===== src/hdl/irq_status_regs.svh =====
`ifndef IRQ_STATUS_REGS_SVH
`define IRQ_STATUS_REGS_SVH

`define ADDR_WIDTH            5
`define ADDR_PROTOCOL_CTRL    5'h01
`define ADDR_NORESP_WAIT      5'h07
`define ADDR_INTERRUPT_STATUS 5'h0C
`define ADDR_IRQ_MASK         5'h0D

`define STATUS_RESET          8'h00
`define MASK_RESET            8'h3E
`define NORESP_WAIT_RESET     8'h0E

`define BIT_TX                7
`define BIT_RX                6
`define BIT_BUFFER            5
`define BIT_CHECKSUM          4
`define BIT_PARITY            3
`define BIT_FRAMING           2
`define BIT_COLLISION         1
`define BIT_NORESP            0
`define BIT_NO_RX_CHECKSUM    7

`define BUFFER_HIGH_LEVEL     5'd8
`define BUFFER_LOW_LEVEL      5'd4

`define NORESP_STEP_NS        4720
`define CLOCK_PERIOD_NS       50
`define NORESP_STEP_CYCLES    ((`NORESP_STEP_NS) / (`CLOCK_PERIOD_NS))

`endif


===== src/hdl/irq_status_pkg.sv =====
package irq_status_pkg;

	typedef enum logic [1:0]
	{
		PHASE_IDLE = 2'b00,
		PHASE_TX   = 2'b01,
		PHASE_WAIT = 2'b10,
		PHASE_RX   = 2'b11
	} phase_t;

	typedef struct packed
	{
		logic tx_start;
		logic tx_end;
		logic rx_sof;
		logic rx_end;
		logic checksum_err;
		logic parity_err;
		logic framing_err;
		logic collision;
	} link_events_t;

	typedef struct packed
	{
		logic       wr;
		logic       rd;
		logic [4:0] addr;
		logic [7:0] wdata;
	} reg_access_t;

endpackage


===== src/hdl/noresp_timer.sv =====
`timescale 1ns/1ns
`default_nettype none
`include "irq_status_regs.svh"
// counts wait steps after end of transmit until a tag answer starts
module noresp_timer #(
	parameter int STEP_CYCLES = `NORESP_STEP_CYCLES
)(
	input  wire logic       i_ref_clk,
	input  wire logic       i_rst,
	input  wire logic       i_start,
	input  wire logic       i_cancel,
	input  wire logic [7:0] i_wait_steps,
	output var  logic       o_expired
);
	localparam int SW = $clog2(STEP_CYCLES + 1);

	logic [SW-1:0] step_cnt;
	logic [7:0]    steps_left;
	logic          running;
	wire           step_done = (step_cnt == SW'(STEP_CYCLES - 1));
	wire           last_step = (steps_left <= 8'h01);

	always_ff @(posedge i_ref_clk)
	begin
		if (i_rst || i_cancel)
		begin
			running    <= 1'b0;
			step_cnt   <= '0;
			steps_left <= 8'h00;
			o_expired  <= 1'b0;
		end
		else if (i_start)
		begin
			running    <= 1'b1;
			step_cnt   <= '0;
			steps_left <= i_wait_steps;
			o_expired  <= 1'b0;
		end
		else
		begin
			o_expired <= 1'b0;
			if (running)
			begin
				step_cnt <= step_done ? '0 : step_cnt + SW'(1);
				if (step_done)
				begin
					steps_left <= steps_left - 8'h01;
					if (last_step)
					begin
						running   <= 1'b0;
						o_expired <= 1'b1;
					end
				end
			end
		end
	end
endmodule
`default_nettype wire


===== src/hdl/pulse_sync.sv =====
`timescale 1ns/1ns
`default_nettype none
// two-flop level synchroniser, one two-flop chain per bit
module pulse_sync #(
	parameter int WIDTH = 1
)(
	input  wire logic             i_ref_clk,
	input  wire logic             i_rst,
	input  wire logic [WIDTH-1:0] i_async,
	output var  logic [WIDTH-1:0] o_sync
);
	logic [WIDTH-1:0] meta;

	always_ff @(posedge i_ref_clk)
	begin
		if (i_rst)
		begin
			meta   <= '0;
			o_sync <= '0;
		end
		else
		begin
			meta   <= i_async;
			o_sync <= meta;
		end
	end
endmodule
`default_nettype wire


===== src/hdl/reader_irq_status_flags.sv =====
// Summary of operation
// - status clears to zero at power-on reset or while chip enable is low
// - any host write to protocol control clears every status flag not set in that same cycle
// - completed host read of status clears flags and drops request line
// - transmit flag bit 7 sets at start; request waits for transmit end
// - receive flag bit 6 sets on start-of-frame; request waits for end
// - bit 5 sets above 8 units at receive end or below 4 transmitting
// - bit 4 checksum error only when disable-checksum bit 7 is zero
// - bit 3 sets on parity error in received frame
// - bit 2 sets on byte framing or end-of-frame error
// - bit 1 sets when collision detector reports excess transitions
// - bit 0 sets when no answer starts within programmed wait time
// - while transmitting decoder is off; only bits 5 and 7 change
// - while receiving only bit 6 changes, without immediate request
// - per-source enables default one; no-response enable defaults zero
`timescale 1ns/1ns
`default_nettype none
`include "irq_status_regs.svh"
module reader_irq_status_flags #(
	parameter int BUF_WIDTH   = 5,
	parameter int STEP_CYCLES = `NORESP_STEP_CYCLES
)(
	input  wire logic                         i_ref_clk,
	input  wire logic                         i_rst,
	input  wire logic                         i_chip_en,
	input  wire irq_status_pkg::reg_access_t  i_host,
	input  wire irq_status_pkg::link_events_t i_events,
	input  wire logic [BUF_WIDTH-1:0]         i_buf_level,
	output logic [7:0]                        o_rdata,
	output logic [7:0]                        o_protocol_ctrl,
	output logic                              o_decoder_en,
	output logic                              o_irq
);
	// chip enable is a pin, so it is synchronised before use
	logic chip_en_s;

	pulse_sync #(
		.WIDTH(1)
	) u_en_sync (
		.i_ref_clk(i_ref_clk),
		.i_rst    (i_rst),
		.i_async  (i_chip_en),
		.o_sync   (chip_en_s)
	);

	irq_status_pkg::phase_t phase;
	irq_status_pkg::phase_t next_phase;
	logic [7:0] status;
	logic [7:0] next_status;
	logic [7:0] irq_mask;
	logic [7:0] noresp_wait;
	logic       noresp_hit;
	logic       next_irq;

	wire clear_all = i_rst || !chip_en_s;

	function automatic logic hit(input logic [4:0] a, input logic [4:0] ref_a);
		hit = (a == ref_a);
	endfunction

	wire wr_proto  = i_host.wr && hit(i_host.addr, `ADDR_PROTOCOL_CTRL);
	wire wr_wait   = i_host.wr && hit(i_host.addr, `ADDR_NORESP_WAIT);
	wire wr_mask   = i_host.wr && hit(i_host.addr, `ADDR_IRQ_MASK);
	// read clears status; this path and a protocol control write acknowledge the host
	wire rd_status = i_host.rd && hit(i_host.addr, `ADDR_INTERRUPT_STATUS);

	wire in_tx = (phase == irq_status_pkg::PHASE_TX);
	wire in_rx = (phase == irq_status_pkg::PHASE_RX);
	wire tx_done = in_tx && i_events.tx_end;
	wire rx_done = in_rx && i_events.rx_end;

	// decoder stays quiet while transmitting
	wire decoder_on = !in_tx;

	wire buf_event =
		(in_rx && (i_buf_level > BUF_WIDTH'(`BUFFER_HIGH_LEVEL))) ||
		(in_tx && (i_buf_level < BUF_WIDTH'(`BUFFER_LOW_LEVEL)));

	wire rx_sof = (phase == irq_status_pkg::PHASE_WAIT) && i_events.rx_sof;

	noresp_timer #(
		.STEP_CYCLES(STEP_CYCLES)
	) u_noresp (
		.i_ref_clk   (i_ref_clk),
		.i_rst       (clear_all),
		.i_start     (tx_done),
		.i_cancel    (i_events.rx_sof || i_events.tx_start),
		.i_wait_steps(noresp_wait),
		.o_expired   (noresp_hit)
	);

	// phase sequencing: idle -> tx -> wait answer -> rx -> idle
	always_comb
	begin
		next_phase = phase;
		case (phase)
			irq_status_pkg::PHASE_IDLE:
				if (i_events.tx_start)
					next_phase = irq_status_pkg::PHASE_TX;
			irq_status_pkg::PHASE_TX:
				if (i_events.tx_end)
					next_phase = irq_status_pkg::PHASE_WAIT;
			irq_status_pkg::PHASE_WAIT:
				if (i_events.tx_start)
					next_phase = irq_status_pkg::PHASE_TX;
				else if (i_events.rx_sof)
					next_phase = irq_status_pkg::PHASE_RX;
				else if (noresp_hit)
					next_phase = irq_status_pkg::PHASE_IDLE;
			irq_status_pkg::PHASE_RX:
				if (i_events.rx_end)
					next_phase = irq_status_pkg::PHASE_IDLE;
			default:
				next_phase = irq_status_pkg::PHASE_IDLE;
		endcase
	end

	// per-bit set terms; errors land with the end of reception so that
	// during receive only the receive flag moves
	logic [7:0] set_bits;
	always_comb
	begin
		set_bits = 8'h00;
		set_bits[`BIT_TX] = (phase == irq_status_pkg::PHASE_IDLE ||
			phase == irq_status_pkg::PHASE_WAIT) && i_events.tx_start;
		set_bits[`BIT_RX] = rx_sof;
		set_bits[`BIT_BUFFER] = buf_event;
		if (rx_done)
		begin
			set_bits[`BIT_CHECKSUM] = i_events.checksum_err &&
				!o_protocol_ctrl[`BIT_NO_RX_CHECKSUM];
			set_bits[`BIT_PARITY]    = i_events.parity_err;
			set_bits[`BIT_FRAMING]   = i_events.framing_err;
			set_bits[`BIT_COLLISION] = i_events.collision;
		end
		set_bits[`BIT_NORESP] = (phase == irq_status_pkg::PHASE_WAIT) &&
			noresp_hit && !i_events.rx_sof;
		// transmit gating: only buffer and transmit flags may move
		if (in_tx)
			set_bits = set_bits & 8'hA0;
		// receive gating: only the receive flag, errors at the phase end
		if (in_rx && !rx_done)
			set_bits = set_bits & 8'h40;
	end

	// set wins over a same-cycle read or control write
	always_comb
	begin
		next_status = status;
		if (rd_status || wr_proto)
			next_status = `STATUS_RESET;
		next_status = next_status | set_bits;
	end

	// tx and rx flags always request; others gated by mask
	wire [7:0] enabled = {2'b11, irq_mask[5:0]};
	wire [7:0] after_end = (status | set_bits) & enabled;
	wire       phase_end = tx_done || rx_done ||
		set_bits[`BIT_NORESP];

	always_comb
	begin
		next_irq = o_irq;
		if (rd_status || wr_proto)
			next_irq = 1'b0;
		if (phase_end && (after_end != 8'h00))
			next_irq = 1'b1;
	end

	always_ff @(posedge i_ref_clk)
	begin
		if (clear_all)
		begin
			phase <= irq_status_pkg::PHASE_IDLE;
			status <= `STATUS_RESET;
			o_irq <= 1'b0;
		end
		else
		begin
			phase <= next_phase;
			status <= next_status;
			o_irq <= next_irq;
		end
	end

	always_ff @(posedge i_ref_clk)
	begin
		if (clear_all)
		begin
			o_protocol_ctrl <= 8'h00;
			noresp_wait <= `NORESP_WAIT_RESET;
			irq_mask <= `MASK_RESET;
		end
		else
		begin
			if (wr_proto)
				o_protocol_ctrl <= i_host.wdata;
			if (wr_wait)
				noresp_wait <= i_host.wdata;
			if (wr_mask)
				irq_mask <= i_host.wdata;
		end
	end

	wire [7:0] rd_mux =
		hit(i_host.addr, `ADDR_INTERRUPT_STATUS) ? status :
		hit(i_host.addr, `ADDR_PROTOCOL_CTRL) ? o_protocol_ctrl :
		hit(i_host.addr, `ADDR_NORESP_WAIT) ? noresp_wait :
		hit(i_host.addr, `ADDR_IRQ_MASK) ? irq_mask : 8'h00;

	always_ff @(posedge i_ref_clk)
	begin
		if (clear_all)
		begin
			o_rdata <= 8'h00;
			o_decoder_en <= 1'b0;
		end
		else
		begin
			if (i_host.rd)
				o_rdata <= rd_mux;
			o_decoder_en <= decoder_on;
		end
	end
endmodule
`default_nettype wire

===== config.mk =====
export PLATFORM = sky130hd
export DESIGN_NAME = reader_irq_status_flags
export DESIGN_NICKNAME = d
export VERILOG_FILES = /design/src/hdl/irq_status_pkg.sv /design/src/hdl/noresp_timer.sv /design/src/hdl/pulse_sync.sv /design/src/hdl/reader_irq_status_flags.sv
export VERILOG_INCLUDE_DIRS = /design/src /design/src/hdl
export SDC_FILE = /design/constraint.sdc
export NUM_CORES = 1
export LEC_CHECK = 0
export ABC_AREA = 1
export BUFFER_PORTS_ARGS = -buffer_cell sky130_fd_sc_hd__buf_2
export CORE_MARGIN = 2
export CORE_UTILIZATION = 35
export DETAILED_ROUTE_END_ITERATION = 10
export PLACE_DENSITY = 0.67
export REMOVE_ABC_BUFFERS = 1
export SETUP_SLACK_MARGIN = 0.2
export SKIP_LAST_GASP = 1
export SYNTH_ARGS = -nofsm -noshare
export SYNTH_HDL_FRONTEND = slang
export SYNTH_SLANG_ARGS = --single-unit

===== constraint.sdc =====
create_clock -name i_ref_clk -period 1.4 [get_ports i_ref_clk]
set_clock_uncertainty 0.05 [all_clocks]
set_input_delay 0.07 -clock i_ref_clk [delete_from_list [all_inputs] [get_ports i_ref_clk]]
set_output_delay 0.07 -clock i_ref_clk [all_outputs]
set_load 0.02 [all_outputs]

=== Word level (Yosys, flattened, before mapping) ===
Index checks and enable logic that the tools add are counted.
Widths: inputs -> output; s select.

* Register bits after elaboration: 63
* Input bits: 31
* Output and inout port bits: 18
* Word-level logic and storage cells: 99

* Add/sub/neg operators: 2
* $lt $le $gt $ge: 3
* Equality and inequality tests: 12
* Mux-type cells: 26
* Bitwise logic cells: 5
* Reduce and logical (&&, ||, !) cells: 37

{| class="wikitable"
|+ Operators by type and width
! operator !! number
|-
| $mux 8 || 9
|-
| $or 8x8->8 || 2
|-
| $logic_and 1x1->1 || 15
|-
| $mux 7 || 2
|-
| $mux 2 || 6
|-
| $eq 5x4->1 const B || 2
|-
| $and 8x8->8 || 1
|-
| $le 8x1->1 const B || 1
|-
| $logic_or 1x1->1 || 8
|-
| $pmux 2 s4 || 1
|-
| $reduce_bool 8->1 || 1
|-
| $sub 8x1->8 const B || 1
|-
| $add 7x1->7 const B || 1
|-
| $eq 7x7->1 const B || 1
|-
| $mux 1 || 7
|-
| $ne 2x2->1 const B || 3
|-
| $reduce_bool 2->1 || 3
|-
| $eq 5x1->1 const B || 1
|-
| $eq 5x3->1 const B || 1
|-
| $gt 5x4->1 const B || 1
|-
| $logic_not 1->1 || 5
|-
| $lt 5x3->1 const B || 1
|-
| $eq 2x2->1 const B || 2
|-
| $mux 4 || 1
|-
| other kinds (8) || 9
|}

=== Depth between registers and ports, before layout ===
Gate-level depths: netlist of the first run.

* Word-level depth: 10
* Gate-level depth with buffers: 11
* Gate-level depth less buffers: 10

=== Hierarchy ===
From an unflattened synthesis of the first run, not the netlist that was laid out.

* Cell total of the unflattened synthesis: 450
* Area, all modules: 3,116.7 sq um

{| class="wikitable"
|+ Modules (own cells, without submodules)
! module !! instances !! cells each !! area each (sq um)
|-
| reader_irq_status_flags || 1 || 311 || 2,099.5
|-
| noresp_timer || 1 || 133 || 962.2
|-
| pulse_sync || 1 || 6 || 55.1
|}

=== Least setup slack after synthesis of the first run ===
Ideal clock, no wire load.

* Path type: flip-flop to flip-flop
* Start point: register u_noresp.step_cnt[0]
* End point: register u_noresp.steps_left[0]
* Setup time: 0.074 ns
* Arrival: 1.269 ns
* Data required time: 1.276 ns
* Setup slack: 0.007 ns
* Stages on the path, launching flop included: 8
* Buffers on the path: 0
* Cell sequence: dfxtp_1 > ha_1 > inv_1 > nor2_1 > nand4_1 > nor2_1 > nand2_1 > a31oi_1

* Cells in the longest elaborated chain, start to end: 3

{| class="wikitable"
|+ Ends and longest elaborated chain
! item !! line !! source
|-
| from (decl) || noresp_timer.sv:17 || <nowiki>logic [SW-1:0] step_cnt;</nowiki>
|-
| from (signal assigned) || noresp_timer.sv:44 || <nowiki>step_cnt <= step_done ? '0 : step_cnt + SW'(1);</nowiki>
|-
| $eq 7x7->1 || noresp_timer.sv:20 || <nowiki>wire step_done = (step_cnt == SW'(STEP_CYCLES - 1));</nowiki>
|-
| $reduce_bool 2->1 (no source line) || - ||
|-
| $reduce_and 2->1 (no source line) || - ||
|-
| to (signal assigned) || noresp_timer.sv:36 || <nowiki>steps_left <= i_wait_steps;</nowiki>
|-
| to (signal assigned) || noresp_timer.sv:47 || <nowiki>steps_left <= steps_left - 8'h01;</nowiki>
|-
| to (decl) || noresp_timer.sv:18 || <nowiki>logic [7:0] steps_left;</nowiki>
|}

No other way between the ends.
A chain may end at the register's enable or synchronous reset.

=== Final worst setup path of the first run ===
* Start point: register u_noresp.step_cnt[1]
* End point: register u_noresp.steps_left[7]

The elaborated chain is that of the path after synthesis.

==> results of run 1 <==
==> metrics by stage <==
step	instances	hold WS, ns	utilization, %
final	644	0.0183	51.4
after global routing	644	0.0235	51.4
after CTS	635	0.00682	49.1
after detailed placement	602	0.225	43.1
after global placement	602	0.219	43.1
after floorplan	420	0.0912	-
==> synthesized netlist by cell type, types with 2 or more instances <==
| cell | instances |
|---|---|
| nand2_1 | 92 |
| dfxtp_1 | 63 |
| nor2_1 | 56 |
| inv_1 | 51 |
| a21oi_1 | 44 |
| o21ai_0 | 22 |
| nand3_1 | 20 |
| xor2_1 | 8 |
| inv_2 | 7 |
| nand2_2 | 6 |
| nor3_1 | 6 |
| o21ai_2 | 6 |
| a31oi_1 | 5 |
| nand4_1 | 5 |
| ha_1 | 4 |
| clkbuf_1 | 3 |
| nor3_4 | 3 |
| o2111ai_1 | 3 |
| o211ai_1 | 3 |
| buf_2 | 2 |
| nor2_2 | 2 |
| nor2_4 | 2 |
| nor3b_1 | 2 |
==> registers in the layout, indices dropped and copies added, names as in the netlist, 2 cells and up <==
name,cells
o_protocol_ctrl,8
u_noresp.step_cnt,7
noresp_wait,8
o_rdata,8
phase,2
u_noresp.steps_left,8
irq_mask,8
status,8
==> kinds of logic after synthesis <==
kind of cell | synth area share [%]
AND/OR/NAND/NOR | 30.0
flip-flops | 41.7
AO/OA/AOI/OAI | 15.8
XOR/XNOR | 2.32
adder cells (fa/ha/maj) | 1.66
buffers and inverters | 8.57
==> final cells by class <==
| cell class | instances | area [um^2] |
|---|---|---|
| fillers | 796 | 4030 |
| multi-input cells | 297 | 1700 |
| flip-flops and latches | 63 | 1270 |
| repair buffers | 103 | 723 |
| inverters | 60 | 231 |
| clock buffers | 12 | 155 |
| well taps | 105 | 131 |
| clock inverters | 4 | 53.8 |
==> worst min-delay path, delay by kind of cell <==
kind,cells,cell delay [ns]
compound gates,1,0.08
buf+inv,1,0.10
simple gates,1,0.12
==> power breakdown <==
part / leakage (nW) / switching [mW] / total (mW) / internal [mW]
clock: 0.0988 / 0.704 / 1.63 / 0.923
sequential: 0.512 / 0.00354 / 1.80 / 1.80
combinational: 1.19 / 0.133 / 0.241 / 0.109
==> worst paths after layout <==
kind | cells past startpoint | startpoint | endpoint
hold reg to reg | 2 | u_en_sync.meta | u_en_sync.o_sync
hold / removal | 3 | i_events[0] | status[1]
setup reg to reg | 9 | u_noresp.step_cnt[1] | u_noresp.steps_left[7]
setup / recovery | 9 | u_noresp.step_cnt[1] | u_noresp.steps_left[7]
==> layer usage <==
| metal | part of all wire (%) | wire length [um] |
|---|---|---|
| met1 | 46 | 3710 |
| met2 | 48 | 3880 |
| met3 | 4.9 | 398 |
| met4 | 2.1 | 168 |
| met5 | 0 | 0 |
==> repair_timing <==
| action | CTS | global route |
|---|---|---|
| endpoints found under the hold margin | 24 | 0 |
| setup buffers | 4 | 9 |
| endpoints found under the setup margin | 23 | 40 |
| gates resized for setup | 37 | 33 |
| pin swaps | 14 | 11 |
| hold buffers | 13 | 0 |
==> layout by cell type (no fill, tap or decap), drive strengths merged, types with 12 or more instances in the layout <==
cell type / count
a21oi: 44
nand3: 20
inv: 58
nand2: 99
dfxtp: 63
clkbuf: 12
buf: 90
o21ai: 28
dlygate4sd3: 13
nor2: 60
==> flow_summary.json, run 1 <==
{
  "synth_edf_count": 0,
  "criticalPathCategory": "flip-flop to flip-flop",
  "grt_pass1_vias": 3009,
  "drive_above_1_share_pct": 33.2,
  "yosysUniqueCellTypes": 34,
  "syn_avg_cell_area_um2": 7.10,
  "hold_path_class": "primary input to flip-flop",
  "final_critical_path_setup_slack_ns": -0.0866,
  "final_nets": 569,
  "routed_wl_um": 8160,
  "die_h_um": 96.9,
  "synth_cells": 426,
  "viasPerCell": 4.79,
  "dieArea_um2": 9400,
  "period_needed_ns": 1.49,
  "p_per_area_nw_per_um2": 859,
  "worstMarginPinSlew_ns": 0.302,
  "relSlewSlack_pct": 79.8,
  "fp.coreArea_um2": 8300,
  "drc": 0,
  "crit_path_end_kind": "flip-flop",
  "ios": 49,
  "critPathRequiredTime_ns": 1.64,
  "ff2ff_setup_slack_ns": -0.09,
  "antenna_found_initial": 0,
  "pre_cts_slack_ns": -0.151,
  "fin_tns_setup_ns": -0.621,
  "dr.pass1.iters": 4,
  "yosysSeqAreaShare_pct": 41.7,
  "top_usage_layer": "met2",
  "p_leak_nw": 1.80,
  "hpwl_um": 5860,
  "cts.root.buffer_cell": "clkbuf_8",
  "fin_crit_sh_pct": 106,
  "cts_buffers": 9,
  "cts_tree": "built",
  "clk-insertion-delay-late_ns": 0.34,
  "finalSetupViolCount": 16,
  "fmax_ghz": 0.673,
  "synthArstFlopShare_pct": 0,
  "grt_max_degree": 28,
  "grt_use_total_pct": 17.7,
  "vias": 3085,
  "synth_top_area_share_pct": 41.7,
  "grt_overflow": 0,
  "area_delta_synth_final_pct": 41.2,
  "cts.sinks": 63,
  "path_common_cell": "inv_2",
  "cp_max_fo": 5,
  "status": "complete, but fails checks",
  "rsz0062_at_grt": "true",
  "clkSlewWorstSetupHoldPaths_ns": 0.08,
  "synth_area_leaders": "dfxtp_1 42%, nand2_1 11%, a21oi_1 7.3%",
  "clock_path_buffers": 2,
  "grt_pass1_wl_um": 13600,
  "wl_per_cell_um": 12.7,
  "cpPeakStageDelay_ns": 0.33,
  "cp.arrival_ns": 1.72,
  "synth_flop_cell": "dfxtp_1",
  "start_util_pct": 36.4,
  "place.gp.congestion": 0.850,
  "ys_ff_latch": 63,
  "synth_area_um2": 3020,
  "maxCapViolations": 0,
  "num_rows": 33,
  "die_w_um": 96.9,
  "violations": "setup timing",
  "grt_use_met2_pct": 29.3,
  "antenna_cells": 0,
  "synth_top_cell_by_area": "dfxtp_1",
  "port_buffers": 48,
  "drt_iter0_drc": 174,
  "cts_htree_levels": 3,
  "synth-warning-count": 0,
  "postLayoutCellArea_um2": 4270,
  "place_area_um2": 3580,
  "slowest_stage": "dfxtp_2",
  "hold_viol": 0,
  "worstPathCellList": "inv_2, ha_4, inv_2, nor2_2, nand4_1, buf_4, nor3_1, o21ai_0, inv_1",
  "crit_buf_inv": 4,
  "finalPower_mw": 3.67,
  "critPathLaunchType": "flip-flop",
  "grt_util_met1_pct": 22.7,
  "ir_drop_mv": 0.757,
  "crit_family": "simple AND/OR/NAND/NOR gates",
  "maxSlewViolCount": 0,
  "ant_nets": 0,
  "grt_use_met3_pct": 3.11
}
Power figures use the tool's default switching activity.
==> inputs of run 2 (changes only) <==
--- a/config.mk
+++ b/config.mk
@@ -6,12 +6,12 @@
 export SDC_FILE = /design/constraint.sdc
 export NUM_CORES = 1
 export LEC_CHECK = 0
-export ABC_AREA = 1
 export BUFFER_PORTS_ARGS = -buffer_cell sky130_fd_sc_hd__buf_2
 export CORE_MARGIN = 2
 export CORE_UTILIZATION = 35
 export DETAILED_ROUTE_END_ITERATION = 10
 export PLACE_DENSITY = 0.67
+export RECOVER_POWER = 100
 export REMOVE_ABC_BUFFERS = 1
 export SETUP_SLACK_MARGIN = 0.2
 export SKIP_LAST_GASP = 1
==> flow_summary.json, run 2 <==
{
  "ir_drop_mv": 0.594,
  "p_leak_nw": 1.67,
  "synth_flop_cell": "dfxtp_1",
  "yosysSeqAreaShare_pct": 43.2,
  "final_common_cell": "dfxtp_1",
  "crit_buf_inv": 2,
  "p_per_area_nw_per_um2": 921,
  "cp.depth": 8,
  "place_area_um2": 3550,
  "viasPerCell": 5.34,
  "clock_path_buffers": 2,
  "worstPathCellList": "inv_2, ha_1, and4b_2, buf_6, nand4_1, nor3_2, xnor2_1, a211oi_2",
  "synth_top_cell_by_area": "dfxtp_1",
  "cts_buffers": 9,
  "hold_viol": 0,
  "num_rows": 33,
  "dr.pass1.iters": 6,
  "synth_top_area_share_pct": 43.2,
  "fp.coreArea_um2": 8130,
  "critPathLaunchType": "flip-flop",
  "postLayoutCellArea_um2": 4210,
  "violations": "setup timing",
  "grt_use_total_pct": 19.5,
  "drc": 0,
  "cts.sinks": 63,
  "grt_pass1_vias": 2810,
  "cts_htree_levels": 3,
  "synthArstFlopShare_pct": 0,
  "antenna_cells": 0,
  "synth_area_leaders": "dfxtp_1 43%, nand2_1 5.5%, nor2_1 4.6%",
  "drt_iter0_drc": 318,
  "pre_cts_slack_ns": -0.266,
  "criticalPathCategory": "flip-flop to flip-flop",
  "worstMarginPinSlew_ns": 0.598,
  "slowest_stage": "dfxtp_2",
  "grt_max_degree": 27,
  "critPathRequiredTime_ns": 1.58,
  "cts.root.buffer_cell": "clkbuf_8",
  "finalPower_mw": 3.88,
  "synth.most_common_cell": "dfxtp_1",
  "wl_per_cell_um": 15.5,
  "fmax_ghz": 0.608,
  "synth_area_um2": 2920,
  "status": "complete, but fails checks",
  "clkSlewWorstSetupHoldPaths_ns": 0.08,
  "period_needed_ns": 1.64,
  "cts_tree": "built",
  "reg2reg_depth": 8,
  "synth_edf_count": 0,
  "vias": 2964,
  "fin_crit_sh_pct": 117,
  "maxSlewViolCount": 0,
  "cp_max_fo": 3,
  "ios": 49,
  "crit_path_end_kind": "flip-flop",
  "syn_avg_cell_area_um2": 8.60,
  "drive_above_1_share_pct": 34.9,
  "grt_pass1_wl_um": 13500,
  "ys_ff_latch": 63,
  "hold_path_class": "primary input to flip-flop",
  "layout_common_cells": "55 x dfxtp_1, 43 x buf_4, 39 x nand2_1",
  "rsz0062_at_grt": "true",
  "maxCapViolations": 0,
  "die_h_um": 95.3,
  "netlist_top_cells_count": "63 x dfxtp_1, 43 x nand2_1, 36 x nor2_1",
  "die_w_um": 95.3,
  "finalSetupViolCount": 11,
  "antenna_found_initial": 0,
  "relSlewSlack_pct": 60.1,
  "dieArea_um2": 9080,
  "cpPeakStageDelay_ns": 0.33,
  "crit_family": "simple AND/OR/NAND/NOR gates",
  "synth_cells": 339,
  "grt_overflow": 0,
  "ant_nets": 0,
  "cp.arrival_ns": 1.82,
  "min_path_cells": 3,
  "synth-warning-count": 0,
  "clk-insertion-delay-late_ns": 0.36,
  "routed_wl_um": 8600,
  "area_delta_synth_final_pct": 44.4,
  "port_buffers": 48,
  "hpwl_um": 5810,
  "final_critical_path_setup_slack_ns": -0.244,
  "start_util_pct": 35.9,
  "final_nets": 480,
  "place.gp.congestion": 0.835,
  "yosysUniqueCellTypes": 49
}
run 2: cell types whose count changed in the layout (fill, tap and decap cells not counted), moves of 10 or more:
cell | previous run | this run
nand2_1 | 85 | 39
clkbuf_1 | 1 | 19
a21oi_1 | 40 | 21
buf_2 | 47 | 30
inv_2 | 12 | 2
nor2_1 | 50 | 33
inv_1 | 44 | 6
o21ai_0 | 21 | 4
run 2: worst paths after layout:
kind | start | end | slack [ns]
setup reg to reg | u_noresp.step_cnt[1] | u_noresp.steps_left[5] | -0.24
hold / removal | i_events[6] | phase[1] | 0.02
hold reg to reg | irq_mask[6] | irq_mask[6] | 0.41
setup / recovery | u_noresp.step_cnt[1] | u_noresp.steps_left[5] | -0.24
run 2: what timing repair did:
action | 4_1_cts | 5_1_grt
resized for setup | 34 | 22
pin swaps | 26 | 16
endpoints found under the setup margin | 36 | 38
hold buffers | 15 | 0
gates cloned | 2 | 0
hold endpoints to repair | 30 | 0
setup buffers | 4 | 1
run 2: layout make-up:
type	count	area, um^2
Clock buffer	9	124
Clock inverter	7	103
Fill cell	758	3920
Inverter	9	33.8
Multi-Input combinational cell	246	1700
Sequential cell	63	1270
Tap cell	105	131
Timing Repair Buffer	116	843
run 2: per-layer routing:
layer,wire length [um],GRT usage (%)
met2,4100,30.3
met1,3890,27.2
met5,0,0
met3,510,3.40
met4,100,6.88
run 2: power breakdown:
group	switching, mW	internal [mW]	total, mW
Clock	0.813	1.02	1.84
Combinational	0.127	0.116	0.244
Sequential	0.00260	1.80	1.80
Total	0.942	2.94	3.88
run 2: worst register-to-register path: stages (launching register included):
cell      delay (ns)
dfxtp_2         0.33
inv_2           0.04
ha_1            0.11
and4b_2         0.26
buf_6           0.11
nand4_1         0.15
nor3_2          0.23
xnor2_1         0.15
a211oi_2        0.09
run 2: kinds of logic after synthesis:
group,Yosys count,synth area share (%)
adders and majority gates,4,1.72
muxes,2,0.686
DFF,63,43.2
and+or+nand+nor,158,28.6
xor gates and xnor gates,13,3.90
AOI/OAI and AO/OA,69,17.0
buffers and inverters,30,4.85
run 2: metrics by stage:
stage / std cells / hold slack, ns / utilization (%) / TNS (ns)
final: 555 / 0.0249 / 51.8 / -1.46
after global placement: 517 / 0.232 / 43.7 / -4.88
after CTS: 554 / 0.0103 / 51.1 / -1.45
after detailed placement: 517 / 0.242 / 43.7 / -6.29
after floorplan: 318 / 0.0916 / - / -6.70
after global routing: 555 / 0.0485 / 51.8 / -2.73
